`config.mk`:
```
export PLATFORM = sky130hd
export DESIGN_NAME = dsadc_sequencer
export DESIGN_NICKNAME = d
export VERILOG_FILES = /design/src/core/dsadc_pkg.sv /design/src/core/dsadc_sequencer.sv
export SDC_FILE = /design/constraint.sdc
export NUM_CORES = 1
export LEC_CHECK = 0
export ABC_AREA = 1
export BUFFER_PORTS_ARGS = -buffer_cell sky130_fd_sc_hd__buf_2
export CAP_MARGIN = 20
export CORE_MARGIN = 5
export CORE_UTILIZATION = 40
export CTS_CLUSTER_DIAMETER = 80
export DETAILED_ROUTE_END_ITERATION = 12
export GPL_TIMING_DRIVEN = 0
export SKIP_CTS_REPAIR_TIMING = 1
export SLEW_MARGIN = 40
export SYNTH_ARGS = -nofsm -noshare
export SYNTH_HDL_FRONTEND = slang
export SYNTH_SLANG_ARGS = --single-unit
```
`constraint.sdc`:
```
create_clock -name i_clk -period 2.3 [get_ports i_clk]
set_input_delay 0 -clock i_clk [delete_from_list [all_inputs] [get_ports i_clk]]
set_output_delay 0 -clock i_clk [all_outputs]
set_load 0.005 [all_outputs]
```
`src/core/dsadc_pkg.sv`:
```
// Constants, types and register map of the dual-slope converter sequencer.
`default_nettype none
package dsadc_pkg;
    // Clock and external gate timing.
    localparam int CLK_PERIOD_NS = 10;
    localparam int GATE_MIN_NS = 300;
    // A start pulse must last more than the minimum, so one cycle is added.
    localparam logic [7:0] GATE_MIN_CYC = 8'(GATE_MIN_NS / CLK_PERIOD_NS + 1);

    // Measurement cycle lengths in clocks (the DEF constants are defaults of the top parameters).
    localparam int CNT_W = 16;
    localparam logic [15:0] DEF_CYCLE_CLOCKS = 16'h9c42;
    localparam logic [15:0] DEF_AUTO_ZERO_CLOCKS = 16'h2711;
    localparam logic [15:0] DEF_INTEGRATE_CLOCKS = 16'h2710;
    localparam logic [15:0] DEF_FULL_SCALE = 16'h4e20;
    localparam logic [15:0] DEF_OVER_ZERO_CLOCKS = 16'h1838;
    localparam logic [15:0] INT_ZERO_CLOCKS = 16'h00c8;
    localparam logic [15:0] UNDER_LIMIT = 16'h0708;

    // Digit scan timing.
    localparam int DIGITS = 5;
    localparam logic [2:0] MSD_IDX = 3'h4;
    localparam logic [2:0] LSD_IDX = 3'h0;
    localparam logic [7:0] MSD_CLOCKS = 8'hc9;
    localparam logic [7:0] DIGIT_CLOCKS = 8'hc8;
    localparam logic [7:0] MSD_STROBE_AT = 8'h65;
    localparam logic [7:0] DIGIT_STROBE_AT = 8'h64;
    localparam logic [3:0] BCD_NINE = 4'h9;

    // APB register map.
    localparam int ADDR_W = 12;
    localparam logic [11:0] ADDR_CTRL = 12'h000;
    localparam logic [11:0] ADDR_STATUS = 12'h004;
    localparam logic [11:0] ADDR_RESULT = 12'h008;
    localparam int CTRL_PIN_BIT = 0;
    localparam logic CTRL_RESET = 1'h0;

    // Measurement phases.
    typedef enum logic [2:0] {
        PH_HOLD = 3'b000,
        PH_AZ = 3'b001,
        PH_INT = 3'b010,
        PH_DEINT = 3'b011,
        PH_IZ = 3'b100
    } phase_type;

    // Analog switch network controls, one per phase other than hold.
    typedef struct packed {
        logic auto_zero;
        logic signal_int;
        logic ref_int;
        logic int_zero;
    } switch_type;
endpackage
`default_nettype wire

```
`src/core/dsadc_sequencer.sv`:
```
// Digital sequencer of a dual-slope converter with multiplexed BCD output and APB registers.
//
// Implementation choices: the placing of the registers and register access over APB.
`default_nettype none
// Functional notes
// RULE1: Phases run auto zero, integrate, deintegrate, zero.
// RULE2: Integrator zero lasts 200 clocks, 6200 on overrange.
// RULE3: Unconnected gate counts as high.
// RULE4: Gate high converts continuously, period 40002 clocks.
// RULE5: Gate low finishes cycle then holds result.
// RULE6: Gate pulse over 300 ns starts one cycle.
// RULE7: Pulses ignored until running cycle finishes.
// RULE8: Started cycle opens with 10001-clock auto zero.
// RULE9: Five latch pulses per cycle inside selects.
// RULE10: Most significant select 201 clocks, pulse at 101.
// RULE11: Other selects 200 clocks, pulse at 100.
// RULE12: Scan repeats; latch pulses only after measurements.
// RULE13: Busy spans integrate until after zero crossing.
// RULE14: Busy returns low after overrange too.
// RULE15: Display latches load first clock after busy.
// RULE16: Overrange when deintegration exceeds 20000 clocks.
// RULE17: Overrange set at busy fall, cleared deintegrate.
// RULE18: Underrange when result at most 1800 counts.
// RULE19: Sign high for positive, valid from deintegrate.
// RULE20: Overrange blanks selects until next deintegrate.
// RULE21: BCD data change together with selects.
// RULE22: Overrange forces BCD data to zero.
// RULE23: Comparator sampled each clock; crossing ends deintegrate.
// RULE24: Receiver latches digit at latch pulse end.
module dsadc_sequencer #(
    parameter logic [15:0] CYCLE_CLOCKS = dsadc_pkg::DEF_CYCLE_CLOCKS,
    parameter logic [15:0] AUTO_ZERO_CLOCKS = dsadc_pkg::DEF_AUTO_ZERO_CLOCKS,
    parameter logic [15:0] INTEGRATE_CLOCKS = dsadc_pkg::DEF_INTEGRATE_CLOCKS,
    parameter logic [15:0] FULL_SCALE = dsadc_pkg::DEF_FULL_SCALE,
    parameter logic [15:0] OVER_ZERO_CLOCKS = dsadc_pkg::DEF_OVER_ZERO_CLOCKS
) (
    input wire logic i_clk,
    input wire logic i_nrst,
    input wire logic i_conversion_gate,
    input wire logic i_comparator,
    input wire logic i_psel,
    input wire logic i_penable,
    input wire logic i_pwrite,
    input wire logic [dsadc_pkg::ADDR_W-1:0] i_paddr,
    input wire logic [31:0] i_pwdata,
    output logic o_pready,
    output logic [31:0] o_prdata,
    output logic o_pslverr,
    output dsadc_pkg::switch_type o_switches,
    output logic o_busy,
    output logic o_input_above_full_scale,
    output logic o_input_below_tenth_scale,
    output logic o_sign_flag,
    output logic [dsadc_pkg::DIGITS-1:0] o_digit_select,
    output logic [3:0] o_bcd,
    output logic o_digit_latch_pulse_n
);
    import dsadc_pkg::*;

    phase_type phase, next_phase;
    logic [15:0] ph_cnt, next_ph_cnt, el_cnt, next_el_cnt, az_len, next_az_len;
    logic [15:0] bin_cnt, next_bin_cnt;
    logic [7:0] gate_cnt, next_gate_cnt;
    logic busy, next_busy, busy_d, over, next_over, under, next_under;
    logic sign, next_sign, ovr_pend, next_ovr_pend, single, next_single;
    logic cmp_q, gate, count_en, clear_cnt, deint_start, load;
    logic ctrl_pin, next_ctrl_pin;
    logic [DIGITS-1:0][3:0] dcnt, next_dcnt, disp, next_disp;
    logic [DIGITS:0] carry;
    logic [2:0] idx, next_idx;
    logic [7:0] scnt, next_scnt, dig_len, strobe_at;
    logic strobing, next_strobing, blank, next_blank, next_latch_n;
    logic [DIGITS-1:0] next_sel;
    logic [3:0] next_bcd;
    switch_type next_sw;
    logic [31:0] next_prdata;
    logic next_pslverr;

    // With the pin-connected bit clear the gate pin is ignored and reads as high, see RULE3.
    assign gate = ctrl_pin ? i_conversion_gate : 1'b1;
    // Display latches take the count on the first clock after busy has fallen, see RULE15.
    assign load = busy_d & ~busy;

    // Phase sequencer: auto zero, integrate, deintegrate, integrator zero, see RULE1.
    always_comb begin
        next_phase = phase;
        next_ph_cnt = ph_cnt + 16'h0001;
        next_el_cnt = el_cnt + 16'h0001;
        next_az_len = az_len;
        next_busy = busy;
        next_over = over;
        next_under = under;
        next_sign = sign;
        next_ovr_pend = ovr_pend;
        next_single = single;
        next_gate_cnt = 8'h00;
        count_en = 1'b0;
        clear_cnt = 1'b0;
        deint_start = 1'b0;
        unique case (phase)
            PH_HOLD: begin
                // Only a pulse seen while holding can start a cycle, see RULE7.
                next_ph_cnt = 16'h0000;
                next_gate_cnt = (gate && gate_cnt != 8'hff) ? gate_cnt + 8'h01 : (gate ? gate_cnt : 8'h00);
                if (gate && gate_cnt >= GATE_MIN_CYC - 8'h01) begin // see RULE6
                    next_phase = PH_AZ;
                    next_az_len = AUTO_ZERO_CLOCKS; // see RULE8
                    next_single = 1'b1;
                end
            end
            PH_AZ: begin
                if (ph_cnt == az_len - 16'h0001) begin
                    next_phase = PH_INT;
                    next_ph_cnt = 16'h0000;
                    next_el_cnt = 16'h0000;
                    next_busy = 1'b1; // see RULE13
                    next_under = 1'b0; // see RULE18
                    next_single = 1'b0;
                    clear_cnt = 1'b1;
                end
            end
            PH_INT: begin
                if (ph_cnt == INTEGRATE_CLOCKS - 16'h0001) begin
                    next_phase = PH_DEINT;
                    next_ph_cnt = 16'h0000;
                    next_sign = cmp_q; // see RULE19
                    next_over = 1'b0; // see RULE17
                    deint_start = 1'b1;
                end
            end
            PH_DEINT: begin
                // The first clock is not counted, which makes up for the comparator sample delay.
                if (ph_cnt != 16'h0000) begin
                    if (cmp_q != sign) begin // see RULE23
                        next_phase = PH_IZ;
                        next_ph_cnt = 16'h0000;
                        next_busy = 1'b0; // see RULE13
                        next_ovr_pend = 1'b0;
                        next_under = (bin_cnt <= UNDER_LIMIT); // see RULE18
                    end else if (bin_cnt == FULL_SCALE) begin // see RULE16
                        next_phase = PH_IZ;
                        next_ph_cnt = 16'h0000;
                        next_busy = 1'b0; // see RULE14
                        next_over = 1'b1; // see RULE17
                        next_ovr_pend = 1'b1;
                    end else begin
                        count_en = 1'b1;
                    end
                end
            end
            PH_IZ: begin
                if (ph_cnt == (ovr_pend ? OVER_ZERO_CLOCKS : INT_ZERO_CLOCKS) - 16'h0001) begin // see RULE2
                    next_ph_cnt = 16'h0000;
                    // Auto zero absorbs the slack so that cycles start on a fixed period, see RULE4.
                    next_az_len = CYCLE_CLOCKS - (el_cnt + 16'h0001);
                    next_phase = gate ? PH_AZ : PH_HOLD; // see RULE5
                end
            end
            default: begin
                next_phase = PH_HOLD;
            end
        endcase
    end

    // Switch controls follow the phase that is being entered.
    always_comb begin
        next_sw.auto_zero = (next_phase == PH_AZ);
        next_sw.signal_int = (next_phase == PH_INT);
        next_sw.ref_int = (next_phase == PH_DEINT);
        next_sw.int_zero = (next_phase == PH_IZ);
    end

    always_ff @(posedge i_clk) begin
        if (!i_nrst) begin
            phase <= PH_AZ;
            ph_cnt <= 16'h0000;
            el_cnt <= 16'h0000;
            az_len <= AUTO_ZERO_CLOCKS;
            gate_cnt <= 8'h00;
            busy <= 1'b0;
            busy_d <= 1'b0;
            over <= 1'b0;
            under <= 1'b0;
            sign <= 1'b0;
            ovr_pend <= 1'b0;
            single <= 1'b1;
            cmp_q <= 1'b0;
            o_switches <= '0;
        end else begin
            phase <= next_phase;
            ph_cnt <= next_ph_cnt;
            el_cnt <= next_el_cnt;
            az_len <= next_az_len;
            gate_cnt <= next_gate_cnt;
            busy <= next_busy;
            busy_d <= busy;
            over <= next_over;
            under <= next_under;
            sign <= next_sign;
            ovr_pend <= next_ovr_pend;
            single <= next_single;
            cmp_q <= i_comparator; // see RULE23
            o_switches <= next_sw;
        end
    end

    assign o_busy = busy;
    assign o_input_above_full_scale = over;
    assign o_input_below_tenth_scale = under;
    assign o_sign_flag = sign;

    // Deintegration counter, kept in binary for limits and in BCD for the display.
    assign next_bin_cnt = clear_cnt ? 16'h0000 : (count_en ? bin_cnt + 16'h0001 : bin_cnt);
    assign carry[0] = count_en;
    genvar g;
    generate
        for (g = 0; g < DIGITS; g++) begin : gen_digit
            assign carry[g+1] = carry[g] & (dcnt[g] == BCD_NINE);
            assign next_dcnt[g] = clear_cnt ? 4'h0 :
                (carry[g] ? ((dcnt[g] == BCD_NINE) ? 4'h0 : dcnt[g] + 4'h1) : dcnt[g]);
        end
    endgenerate
    assign next_disp = load ? dcnt : disp; // see RULE15

    always_ff @(posedge i_clk) begin
        if (!i_nrst) begin
            bin_cnt <= 16'h0000;
            dcnt <= '0;
            disp <= '0;
        end else begin
            bin_cnt <= next_bin_cnt;
            dcnt <= next_dcnt;
            disp <= next_disp;
        end
    end

    // Digit scan: restarts at each measurement end, repeats for refresh afterwards.
    assign dig_len = (idx == MSD_IDX) ? MSD_CLOCKS : DIGIT_CLOCKS; // see RULE10
    assign strobe_at = (idx == MSD_IDX) ? MSD_STROBE_AT : DIGIT_STROBE_AT; // see RULE11
    always_comb begin
        next_idx = idx;
        next_scnt = scnt + 8'h01;
        next_strobing = strobing;
        next_blank = blank;
        next_latch_n = 1'b1;
        if (load) begin
            next_idx = MSD_IDX;
            next_scnt = 8'h00;
            next_strobing = 1'b1;
        end else begin
            // The pulse is registered, so the match comes one count early to fall on the stated clock.
            if (strobing && scnt == strobe_at - 8'h01) begin
                next_latch_n = 1'b0; // see RULE9
            end
            if (scnt == dig_len - 8'h01) begin
                next_scnt = 8'h00;
                if (idx == LSD_IDX) begin
                    next_idx = MSD_IDX;
                    next_strobing = 1'b0; // see RULE12
                    // Blanking starts once the last strobed digit is out, so no strobe is lost.
                    next_blank = over; // see RULE20
                end else begin
                    next_idx = idx - 3'h1;
                end
            end
        end
        if (deint_start) begin
            next_blank = 1'b0; // see RULE20
        end
        next_sel = next_blank ? '0 : DIGITS'(1) << next_idx;
        // Data are registered with the selects so both change on the same edge, see RULE21.
        next_bcd = next_over ? 4'h0 : next_disp[next_idx]; // see RULE22
    end

    always_ff @(posedge i_clk) begin
        if (!i_nrst) begin
            idx <= MSD_IDX;
            scnt <= 8'h00;
            strobing <= 1'b0;
            blank <= 1'b0;
            o_digit_latch_pulse_n <= 1'b1;
            o_digit_select <= '0;
            o_bcd <= 4'h0;
        end else begin
            idx <= next_idx;
            scnt <= next_scnt;
            strobing <= next_strobing;
            blank <= next_blank;
            o_digit_latch_pulse_n <= next_latch_n;
            o_digit_select <= next_sel;
            o_bcd <= next_bcd;
        end
    end

    // APB slave: read data is fetched in the setup cycle, so every access takes no wait state.
    assign o_pready = 1'b1;
    always_comb begin
        next_ctrl_pin = ctrl_pin;
        next_prdata = o_prdata;
        next_pslverr = o_pslverr;
        if (i_psel && !i_penable) begin
            next_pslverr = 1'b0;
            unique case (i_paddr)
                ADDR_CTRL: next_prdata = {31'h0, ctrl_pin};
                ADDR_STATUS: next_prdata = {24'h0, 1'b0, phase, sign, under, over, busy};
                ADDR_RESULT: next_prdata = {12'h000, disp};
                default: begin
                    next_prdata = 32'h0000_0000;
                    next_pslverr = 1'b1;
                end
            endcase
        end
        if (i_psel && i_penable && i_pwrite && i_paddr == ADDR_CTRL) begin
            next_ctrl_pin = i_pwdata[CTRL_PIN_BIT];
        end
    end

    always_ff @(posedge i_clk) begin
        if (!i_nrst) begin
            ctrl_pin <= CTRL_RESET;
            o_prdata <= 32'h0000_0000;
            o_pslverr <= 1'b0;
        end else begin
            ctrl_pin <= next_ctrl_pin;
            o_prdata <= next_prdata;
            o_pslverr <= next_pslverr;
        end
    end

    // Checks on the sequencer and the scan.
    iz_length_a: assert property (@(posedge i_clk) disable iff (!i_nrst) // see RULE2
        (phase == PH_IZ && next_phase != PH_IZ)
        |-> ph_cnt == (ovr_pend ? OVER_ZERO_CLOCKS : INT_ZERO_CLOCKS) - 16'h0001)
        else $error("Integrator zero phase has the wrong length.");
    start_az_a: assert property (@(posedge i_clk) disable iff (!i_nrst) // see RULE8
        (phase == PH_AZ && single && next_phase == PH_INT) |-> ph_cnt == AUTO_ZERO_CLOCKS - 16'h0001)
        else $error("Auto zero after a single start has the wrong length.");
    latch_in_select_a: assert property (@(posedge i_clk) disable iff (!i_nrst) // see RULE9
        !o_digit_latch_pulse_n |-> (o_digit_select != '0) && $past(o_digit_select) == o_digit_select)
        else $error("Latch pulse outside a digit select.");
    busy_rise_a: assert property (@(posedge i_clk) disable iff (!i_nrst) // see RULE13
        $rose(o_busy) |-> phase == PH_INT && ph_cnt == 16'h0000 && $past(phase) == PH_AZ)
        else $error("Busy rose outside the start of integration.");
    busy_az_low_a: assert property (@(posedge i_clk) disable iff (!i_nrst) // see RULE13
        phase == PH_AZ |-> !o_busy)
        else $error("Busy high during auto zero.");
    crossing_end_a: assert property (@(posedge i_clk) disable iff (!i_nrst) // see RULE23
        (phase == PH_DEINT && ph_cnt != 16'h0000 && cmp_q != sign) |=> !o_busy && phase == PH_IZ)
        else $error("Crossing did not end deintegration on the next edge.");
    deint_limit_a: assert property (@(posedge i_clk) disable iff (!i_nrst) // see RULE16
        phase == PH_DEINT |-> bin_cnt <= FULL_SCALE)
        else $error("Deintegration count passed full scale.");
    over_clear_a: assert property (@(posedge i_clk) disable iff (!i_nrst) // see RULE17
        (phase == PH_DEINT && $past(phase) == PH_INT) |-> !o_input_above_full_scale)
        else $error("Overrange flag not cleared at deintegration start.");
    over_bcd_zero_a: assert property (@(posedge i_clk) disable iff (!i_nrst) // see RULE22
        (o_input_above_full_scale && $past(o_input_above_full_scale)) |-> o_bcd == 4'h0)
        else $error("BCD data not zero during overrange.");
    select_onehot_a: assert property (@(posedge i_clk) disable iff (!i_nrst) // see RULE21
        $onehot0(o_digit_select) && (o_digit_select == '0 || o_bcd == (over ? 4'h0 : disp[idx])))
        else $error("Select and data out of step.");
endmodule
`default_nettype wire

```
==> results of run 1 <==
==> sequential cells by signal, indices dropped and copies added (netlist names), 3 cells and up <==
signal          flops
gate_cnt            8
scnt                8
el_cnt             16
o_digit_select      5
o_switches          4
o_prdata           20
dcnt               20
az_len             16
disp               20
idx                 3
phase               3
bin_cnt            16
ph_cnt             16
o_bcd               4
==> cells in the mapped netlist (8+ instances only) <==
cell / n / area share [%]
a21oi_1: 90 / 4.9
buf_4: 18 / 1.5
clkbuf_1: 18 / 0.73
dfxtp_1: 171 / 37
ha_1: 12 / 1.6
inv_1: 153 / 6.2
nand2_1: 360 / 15
nand3_1: 108 / 5.8
nand3b_1: 11 / 0.89
nand4_1: 33 / 2.2
nor2_1: 174 / 7.0
nor2_2: 21 / 1.4
nor3_1: 25 / 1.3
o21ai_0: 43 / 2.3
or2_2: 8 / 0.54
xnor2_1: 19 / 1.8
xor2_1: 31 / 2.9
==> area by class of cell <==
type / count / area [um^2] / area share (%)
repair buffers: 74 / 433 / 3.96
inverters: 158 / 593 / 5.43
flip-flops and latches: 171 / 3430 / 31.4
plain buffers: 47 / 292 / 2.67
well taps: 313 / 392 / 3.59
multi-input cells: 1015 / 5170 / 47.3
clock inverters: 14 / 178 / 1.63
clock buffers: 18 / 429 / 3.93
==> path summary, 6_finish.rpt <==
kind                                                start                   endpoint  slack (ps)
worst max-delay path                    idx[0]$_SDFF_PN0_        o_bcd[2]$_SDFF_PP0_         160
worst min-delay path                    i_conversion_gate   gate_cnt[4]$_SDFFE_PN0P_         -60
worst max register to register          idx[0]$_SDFF_PN0_        o_bcd[2]$_SDFF_PP0_         160
worst min register to register  o_prdata[17]$_SDFFE_PN0P_  o_prdata[17]$_SDFFE_PN0P_         470
==> metal layers <==
layer,routed length (um),global-route usage (%),vias to the layer above
met5,0,0,-
met4,295,4.69,0
met3,1010,2.51,18
met2,10800,29.1,178
met1,12400,27.3,3928
li1,-,-,4629
==> stage by stage <==
step	setup slack [ps]	area [um^2]	TNS, ps	utilization, %	power, mW
after floorplan	308	9330	0	-	3.24
after global placement	-252	10000	-2620	43.9	3.32
after detailed placement	-249	10000	-3290	43.9	3.32
after CTS	-282	10600	-3970	46.6	6.32
after global routing	-16.2	10900	-68.8	47.9	6.49
final	157	10900	0	47.9	6.26
==> power groups by stage <==
stage	combinational, mW	sequential, mW	clock, mW
after floorplan	0.185	3.06	0
after global placement	0.256	3.06	0
after detailed placement	0.257	3.06	0
after CTS	0.258	2.99	3.07
after global routing	0.308	3.00	3.19
final	0.272	2.99	3.00
==> kinds of logic (layout without fill, tap and decap cells) <==
logic type	after synthesis	after routing	synth area share, %
mux	3	3	0.323
xor+xnor	51	51	4.89
compound gates	160	160	9.35
simple gates	776	776	37.5
buf+inv	205	311	9.39
flops	171	171	36.9
other cells	2	13	0.0809
fa+ha+maj	12	12	1.62
==> worst max-delay path: stages (launching register included) <==
cell and delay (ps):
dfxtp_4 350, nor2_4 160, ha_4 200, inv_1 70, a21boi_2 190, nor2_4 80
nand3_4 120, nand2_1 70, nand3_1 150, clkbuf_4 250, nand2_1 70, nand3_1 110
nand2_1 80, nand2_1 60, a21oi_1 60
==> results.rst, run 1 <==
.. list-table::
   :header-rows: 1

   * - Metric
     - Value
   * - Half-perimeter wire length of the detailed placement result
     - 18900 um
   * - Type of element capturing the critical path
     - flop
   * - Via count of the first global-routing pass
     - 7918
   * - Max_cap viols
     - 0
   * - GRT Resource Usage Total
     - 18.7%
   * - Cell Pwr Density
     - 573 mW/mm^2
   * - Net count of the finished layout
     - 1547
   * - Filler cell count in the final layout
     - 2291
   * - Die outline height
     - 162 um
   * - Root buffer selected by CTS
     - clkbuf_16
   * - Pre-antenna DRT Iters
     - 7
   * - Status
     - finished with violations
   * - Post-synth ARST share
     - 0%
   * - Average wire per standard cell
     - 13.5 um
   * - Final critical delay including setup and external delays
     - 2140 ps
   * - Routed Wire Length
     - 24500 um
   * - Worst VDD drop
     - 0.546 mV
   * - Largest net degree at the start of global routing
     - 18
   * - Type of origin of the critical path
     - flop
   * - Buffers from clock root to sink, at most
     - 2
   * - Critical path peak fanout
     - 10
   * - Number of different library cells in the post-synthesis netlist
     - 50
   * - Number of warnings issued by yosys
     - 0
   * - Antenna Violating Nets Remaining
     - 0
   * - Cell count after synthesis
     - 1380
   * - Remaining routing DRC violations
     - 0
   * - Transition at the pin with the smallest max-transition slack
     - 699 ps
   * - Violation count after the first detailed-route iteration
     - 628
   * - Critical path type
     - reg -> reg
   * - Area growth from synthesis to layout
     - 17.6%
   * - Gpl congestion
     - 0.899
   * - Depth of the most critical reg-to-reg path
     - 14
   * - Initial cell density of the core
     - 40.8%
   * - Die ar.
     - 0.0264 mm^2
   * - Placeable core region
     - 0.0228 mm^2
   * - Syn_area_per_cell
     - 6.73 um^2
   * - Final hold violations
     - 1
   * - Remaining global-route overflow
     - 0
   * - Switching share of total power
     - 24.5%
   * - Proportion of power drawn by flip-flops and latches
     - 47.8%
   * - Post-synthesis cell area
     - 0.00928 mm^2
   * - Synthesis-stage register bit count
     - 171
   * - Antenna violations before repair
     - 0
   * - Antenna cells
     - 0
   * - Cells after DPL
     - 1761
   * - Number of sinks driven by the clock tree
     - 171
   * - Count of final setup violators
     - 0
   * - Most common cell after layout, fill and taps aside
     - nand2_1
   * - Quantity of I/O buffers inserted on ports
     - 57
   * - DIE WIDTH
     - 162 um
   * - Required time of the critical path
     - 2620 ps
   * - Logic pwr share
     - 4.3%
   * - Count of flip-flops with a built-in enable after synthesis
     - 0
   * - Fraction of layout instances using a drive strength above 1
     - 15.0%
   * - Fraction of the yosys area taken by sequential cells
     - 36.9%
   * - Clock tree from TritonCTS
     - yes
   * - Finished Layout Cells
     - 1810
   * - Arrival time at the worst endpoint
     - 2470 ps
   * - Net switching power
     - 1.53 mW
   * - Setup skew after layout
     - 19.3 ps
   * - Insertion delay to the later sink of the worst-skew pair
     - 440 ps
   * - H-tree levels
     - 4
   * - Failing checks
     - negative hold slack
   * - Timing-limited maximum frequency
     - 467 MHz
   * - Row Count
     - 55
   * - Period utilisation layout
     - 93.2%
   * - Most frequent cells in the layout
     - 354 x nand2_1, 167 x nor2_1, 166 x dfxtp_1
   * - Via Count
     - 8753
   * - Worst min-delay path class
     - in -> reg
   * - Internal power consumption
     - 4.73 mW
   * - Clock buffer count from CTS
     - 17
   * - Clock slew at reported path FFs
     - 80 ps
   * - Static leakage power
     - 4.67 nW
   * - Vias per Instance
     - 4.84
   * - Count of cells along the worst hold path
     - 5
   * - Part of the total power dissipated in the clock network
     - 47.9%
   * - Total count of max-transition violations in the final report
     - 0
   * - Worst-case hold slack
     - -62.0 ps
   * - Number of placed I/O pins
     - 103
   * - Worst slew margin relative to its limit
     - 53.4%
   * - Global-route wire length before repair
     - 40300 um
   * - Primary FF master, synth
     - dfxtp_1
Power figures use the tool's default switching activity.
==> run 2, diff against run 1 <==
--- a/config.mk
+++ b/config.mk
@@ -8,11 +8,13 @@
 export ABC_AREA = 1
 export BUFFER_PORTS_ARGS = -buffer_cell sky130_fd_sc_hd__buf_2
 export CAP_MARGIN = 20
+export CELL_PAD_IN_SITES_DETAIL_PLACEMENT = 2
+export CELL_PAD_IN_SITES_GLOBAL_PLACEMENT = 2
 export CORE_MARGIN = 5
-export CORE_UTILIZATION = 40
+export CORE_UTILIZATION = 33
 export CTS_CLUSTER_DIAMETER = 80
 export DETAILED_ROUTE_END_ITERATION = 12
-export GPL_TIMING_DRIVEN = 0
+export PLACE_DENSITY_LB_ADDON = 0.1
 export SKIP_CTS_REPAIR_TIMING = 1
 export SLEW_MARGIN = 40
 export SYNTH_ARGS = -nofsm -noshare
==> run 2 against run 1 <==
The run still ends with negative hold slack left. Worst hold slack gained 21 ps. Sequential share of layout area shrank 0.30 points. Maximum frequency is essentially flat. Die area grew 20%. Flip-flop and latch count is the same. Critical path type unchanged. Final area grew 0.65%. Via count grew 5.0%. Highest routed layer unchanged. Largest cell class unchanged. Largest power group is now registers. First-iteration DRC count shrank 48%. Register-to-register slack is essentially flat.
==> results.rst, run 2 (synthesis gave the netlist of run 1 again) <==
.. list-table::
   :header-rows: 1

   * - Metric
     - Value
   * - Static leakage power
     - 4.66 nW
   * - Worst slew margin relative to its limit
     - 55.7%
   * - Worst-case hold slack
     - -41.0 ps
   * - Timing-limited maximum frequency
     - 467 MHz
   * - Antenna Violating Nets Remaining
     - 0
   * - Half-perimeter wire length of the detailed placement result
     - 24100 um
   * - Placeable core region
     - 0.0278 mm^2
   * - DIE WIDTH
     - 178 um
   * - Fraction of met1 tracks used by global routing
     - 27.6%
   * - Gpl congestion
     - 0.801
   * - Transition at the pin with the smallest max-transition slack
     - 664 ps
   * - Quantity of I/O buffers inserted on ports
     - 58
   * - Via count of the first global-routing pass
     - 9674
   * - Max_cap viols
     - 0
   * - Clock tree from TritonCTS
     - yes
   * - Worst R2R Start
     - ph_cnt[1]$_SDFF_PN0_
   * - Critical path peak fanout
     - 13
   * - Via Count
     - 9191
   * - Crit. Startpoint
     - ph_cnt[1]$_SDFF_PN0_
   * - Net count of the finished layout
     - 1542
   * - Utilization of the core after routing
     - 39.6%
   * - Count of final setup violators
     - 0
   * - Total count of max-transition violations in the final report
     - 0
   * - Remaining global-route overflow
     - 0
   * - Required time of the critical path
     - 2630 ps
   * - Worst min-delay path class
     - in -> reg
   * - Violation count after the first detailed-route iteration
     - 326
   * - Average wire per standard cell
     - 16.6 um
   * - Final hold violations
     - 2
   * - Clock slew at reported path FFs
     - 70 ps
   * - Arrival time at the worst endpoint
     - 2470 ps
   * - GRT Resource Usage Total
     - 19.9%
   * - Die outline height
     - 178 um
   * - Worst VDD drop
     - 0.482 mV
   * - Met2 usage in global routing
     - 33.3%
   * - Type of element capturing the critical path
     - flop
   * - Cells after DPL
     - 1833
   * - Vias per Instance
     - 4.91
   * - Buffers from clock root to sink, at most
     - 2
   * - Most heavily used metal layer in global routing
     - met2
   * - Status
     - finished with violations
   * - Most common cell after layout, fill and taps aside
     - nand2_1
   * - Cell Pwr Density
     - 562 mW/mm^2
   * - Initial cell density of the core
     - 33.4%
   * - Number of placed I/O pins
     - 103
   * - Sequence of cells on the critical path
     - ha_1, buf_4, nand2_1, nor4_1, nand4_1, nand2_2, inv_1, nand2_1, nand3_1
   * - Global-route wire length before repair
     - 50500 um
   * - Critical path type
     - reg -> reg
   * - Post-Route Setup TNS
     - 0 ps
   * - Routed Wire Length
     - 31100 um
   * - Antenna violations before repair
     - 0
   * - Pre-antenna DRT Iters
     - 4
   * - Antenna cells
     - 0
   * - Start point of the worst hold path
     - i_conversion_gate
   * - Remaining routing DRC violations
     - 0
   * - Clock buffer count from CTS
     - 17
   * - Most frequent cells in the layout
     - 357 x nand2_1, 170 x dfxtp_1, 164 x nor2_1
   * - Period utilisation layout
     - 93.1%
   * - RSZ-0062 raised after global routing
     - no
   * - Setup skew after layout
     - 13.6 ps
   * - Largest net degree at the start of global routing
     - 33
   * - Root buffer selected by CTS
     - clkbuf_16
   * - Met3 usage
     - 2.49%
   * - Final critical delay including setup and external delays
     - 2140 ps
   * - CP most frequent cell
     - nand2_1
   * - Largest registers ranked by flip-flop count
     - dcnt (20), disp (20), o_prdata (20)
   * - Slowest stage cell, crit path
     - dfxtp_1
   * - Die ar.
     - 0.0316 mm^2
   * - Failing checks
     - negative hold slack
   * - H-tree levels
     - 4
   * - Finished Layout Cells
     - 1870
   * - Insertion delay to the later sink of the worst-skew pair
     - 440 ps
   * - Row Count
     - 61
   * - Type of origin of the critical path
     - flop
   * - Area growth from synthesis to layout
     - 18.4%
   * - Largest stage delay, worst path
     - 400 ps
   * - Fraction of layout instances using a drive strength above 1
     - 15.1%
   * - Number of sinks driven by the clock tree
     - 171
-- run 2: changes by cell type in the layout (fill, tap and decap cells not counted), moves of 4 or more --
cell and change:
clkbuf_2 -4, buf_4 +23, clkinvlp_4 +4, inv_8 -4
clkbuf_1 -13, buf_2 -5, dfxtp_1 +4, nor2_2 +4
-- run 2: report_power, final --
group	leakage, nW	switching, mW	internal [mW]
clock network	0.267	1.26	1.63
registers	1.38	0.0191	2.98
logic	3.02	0.177	0.107
total	4.66	1.46	4.72
-- run 2: per-stage QoR --
stage / total power, mW / cell area (um^2) / worst slack, ps
3_3_place_gp: 3.32 / 10200 / 13.5
4_1_cts: 6.24 / 10800 / -167
3_5_place_dp: 3.33 / 10200 / -65.8
2_1_floorplan: 3.24 / 9330 / 308
5_1_grt: 6.40 / 11000 / 1.16
6_report: 6.17 / 11000 / 158
-- run 2: critical path: cells and delay by family (launching register included) --
kind	cells	cell delay, ps
adder cells (fa/ha/maj)	1	200
buffers and inverters	2	330
AND/OR/NAND/NOR	6	1100
flip-flops	1	400
-- run 2: path summary, 6_finish.rpt --
| kind | to | cells after the start | slack (ps) |
|---|---|---|---|
| hold / removal | gate_cnt[4]$_SDFFE_PN0P_ | 5 | -40 |
| setup reg to reg | az_len[10]$_SDFFE_PN1P_ | 9 | 160 |
| setup / recovery | az_len[10]$_SDFFE_PN1P_ | 9 | 160 |
| hold reg to reg | dcnt[14]$_SDFFE_PP0P_ | 2 | 470 |
-- run 2: area by class of cell --
class | count | area (um^2)
clock buffers | 22 | 454
clock inverters | 10 | 118
fillers | 3408 | 16800
inverters | 158 | 597
multi-input cells | 1015 | 5160
flip-flops and latches | 171 | 3420
well taps | 378 | 473
repair buffers | 116 | 762
-- run 2: metal layers --
metal	share of wire [%]	vias to the layer above
met5	0	-
met1	50	4533
met2	48	64
li1	-	4583
met3	1.7	11
met4	0.78	0
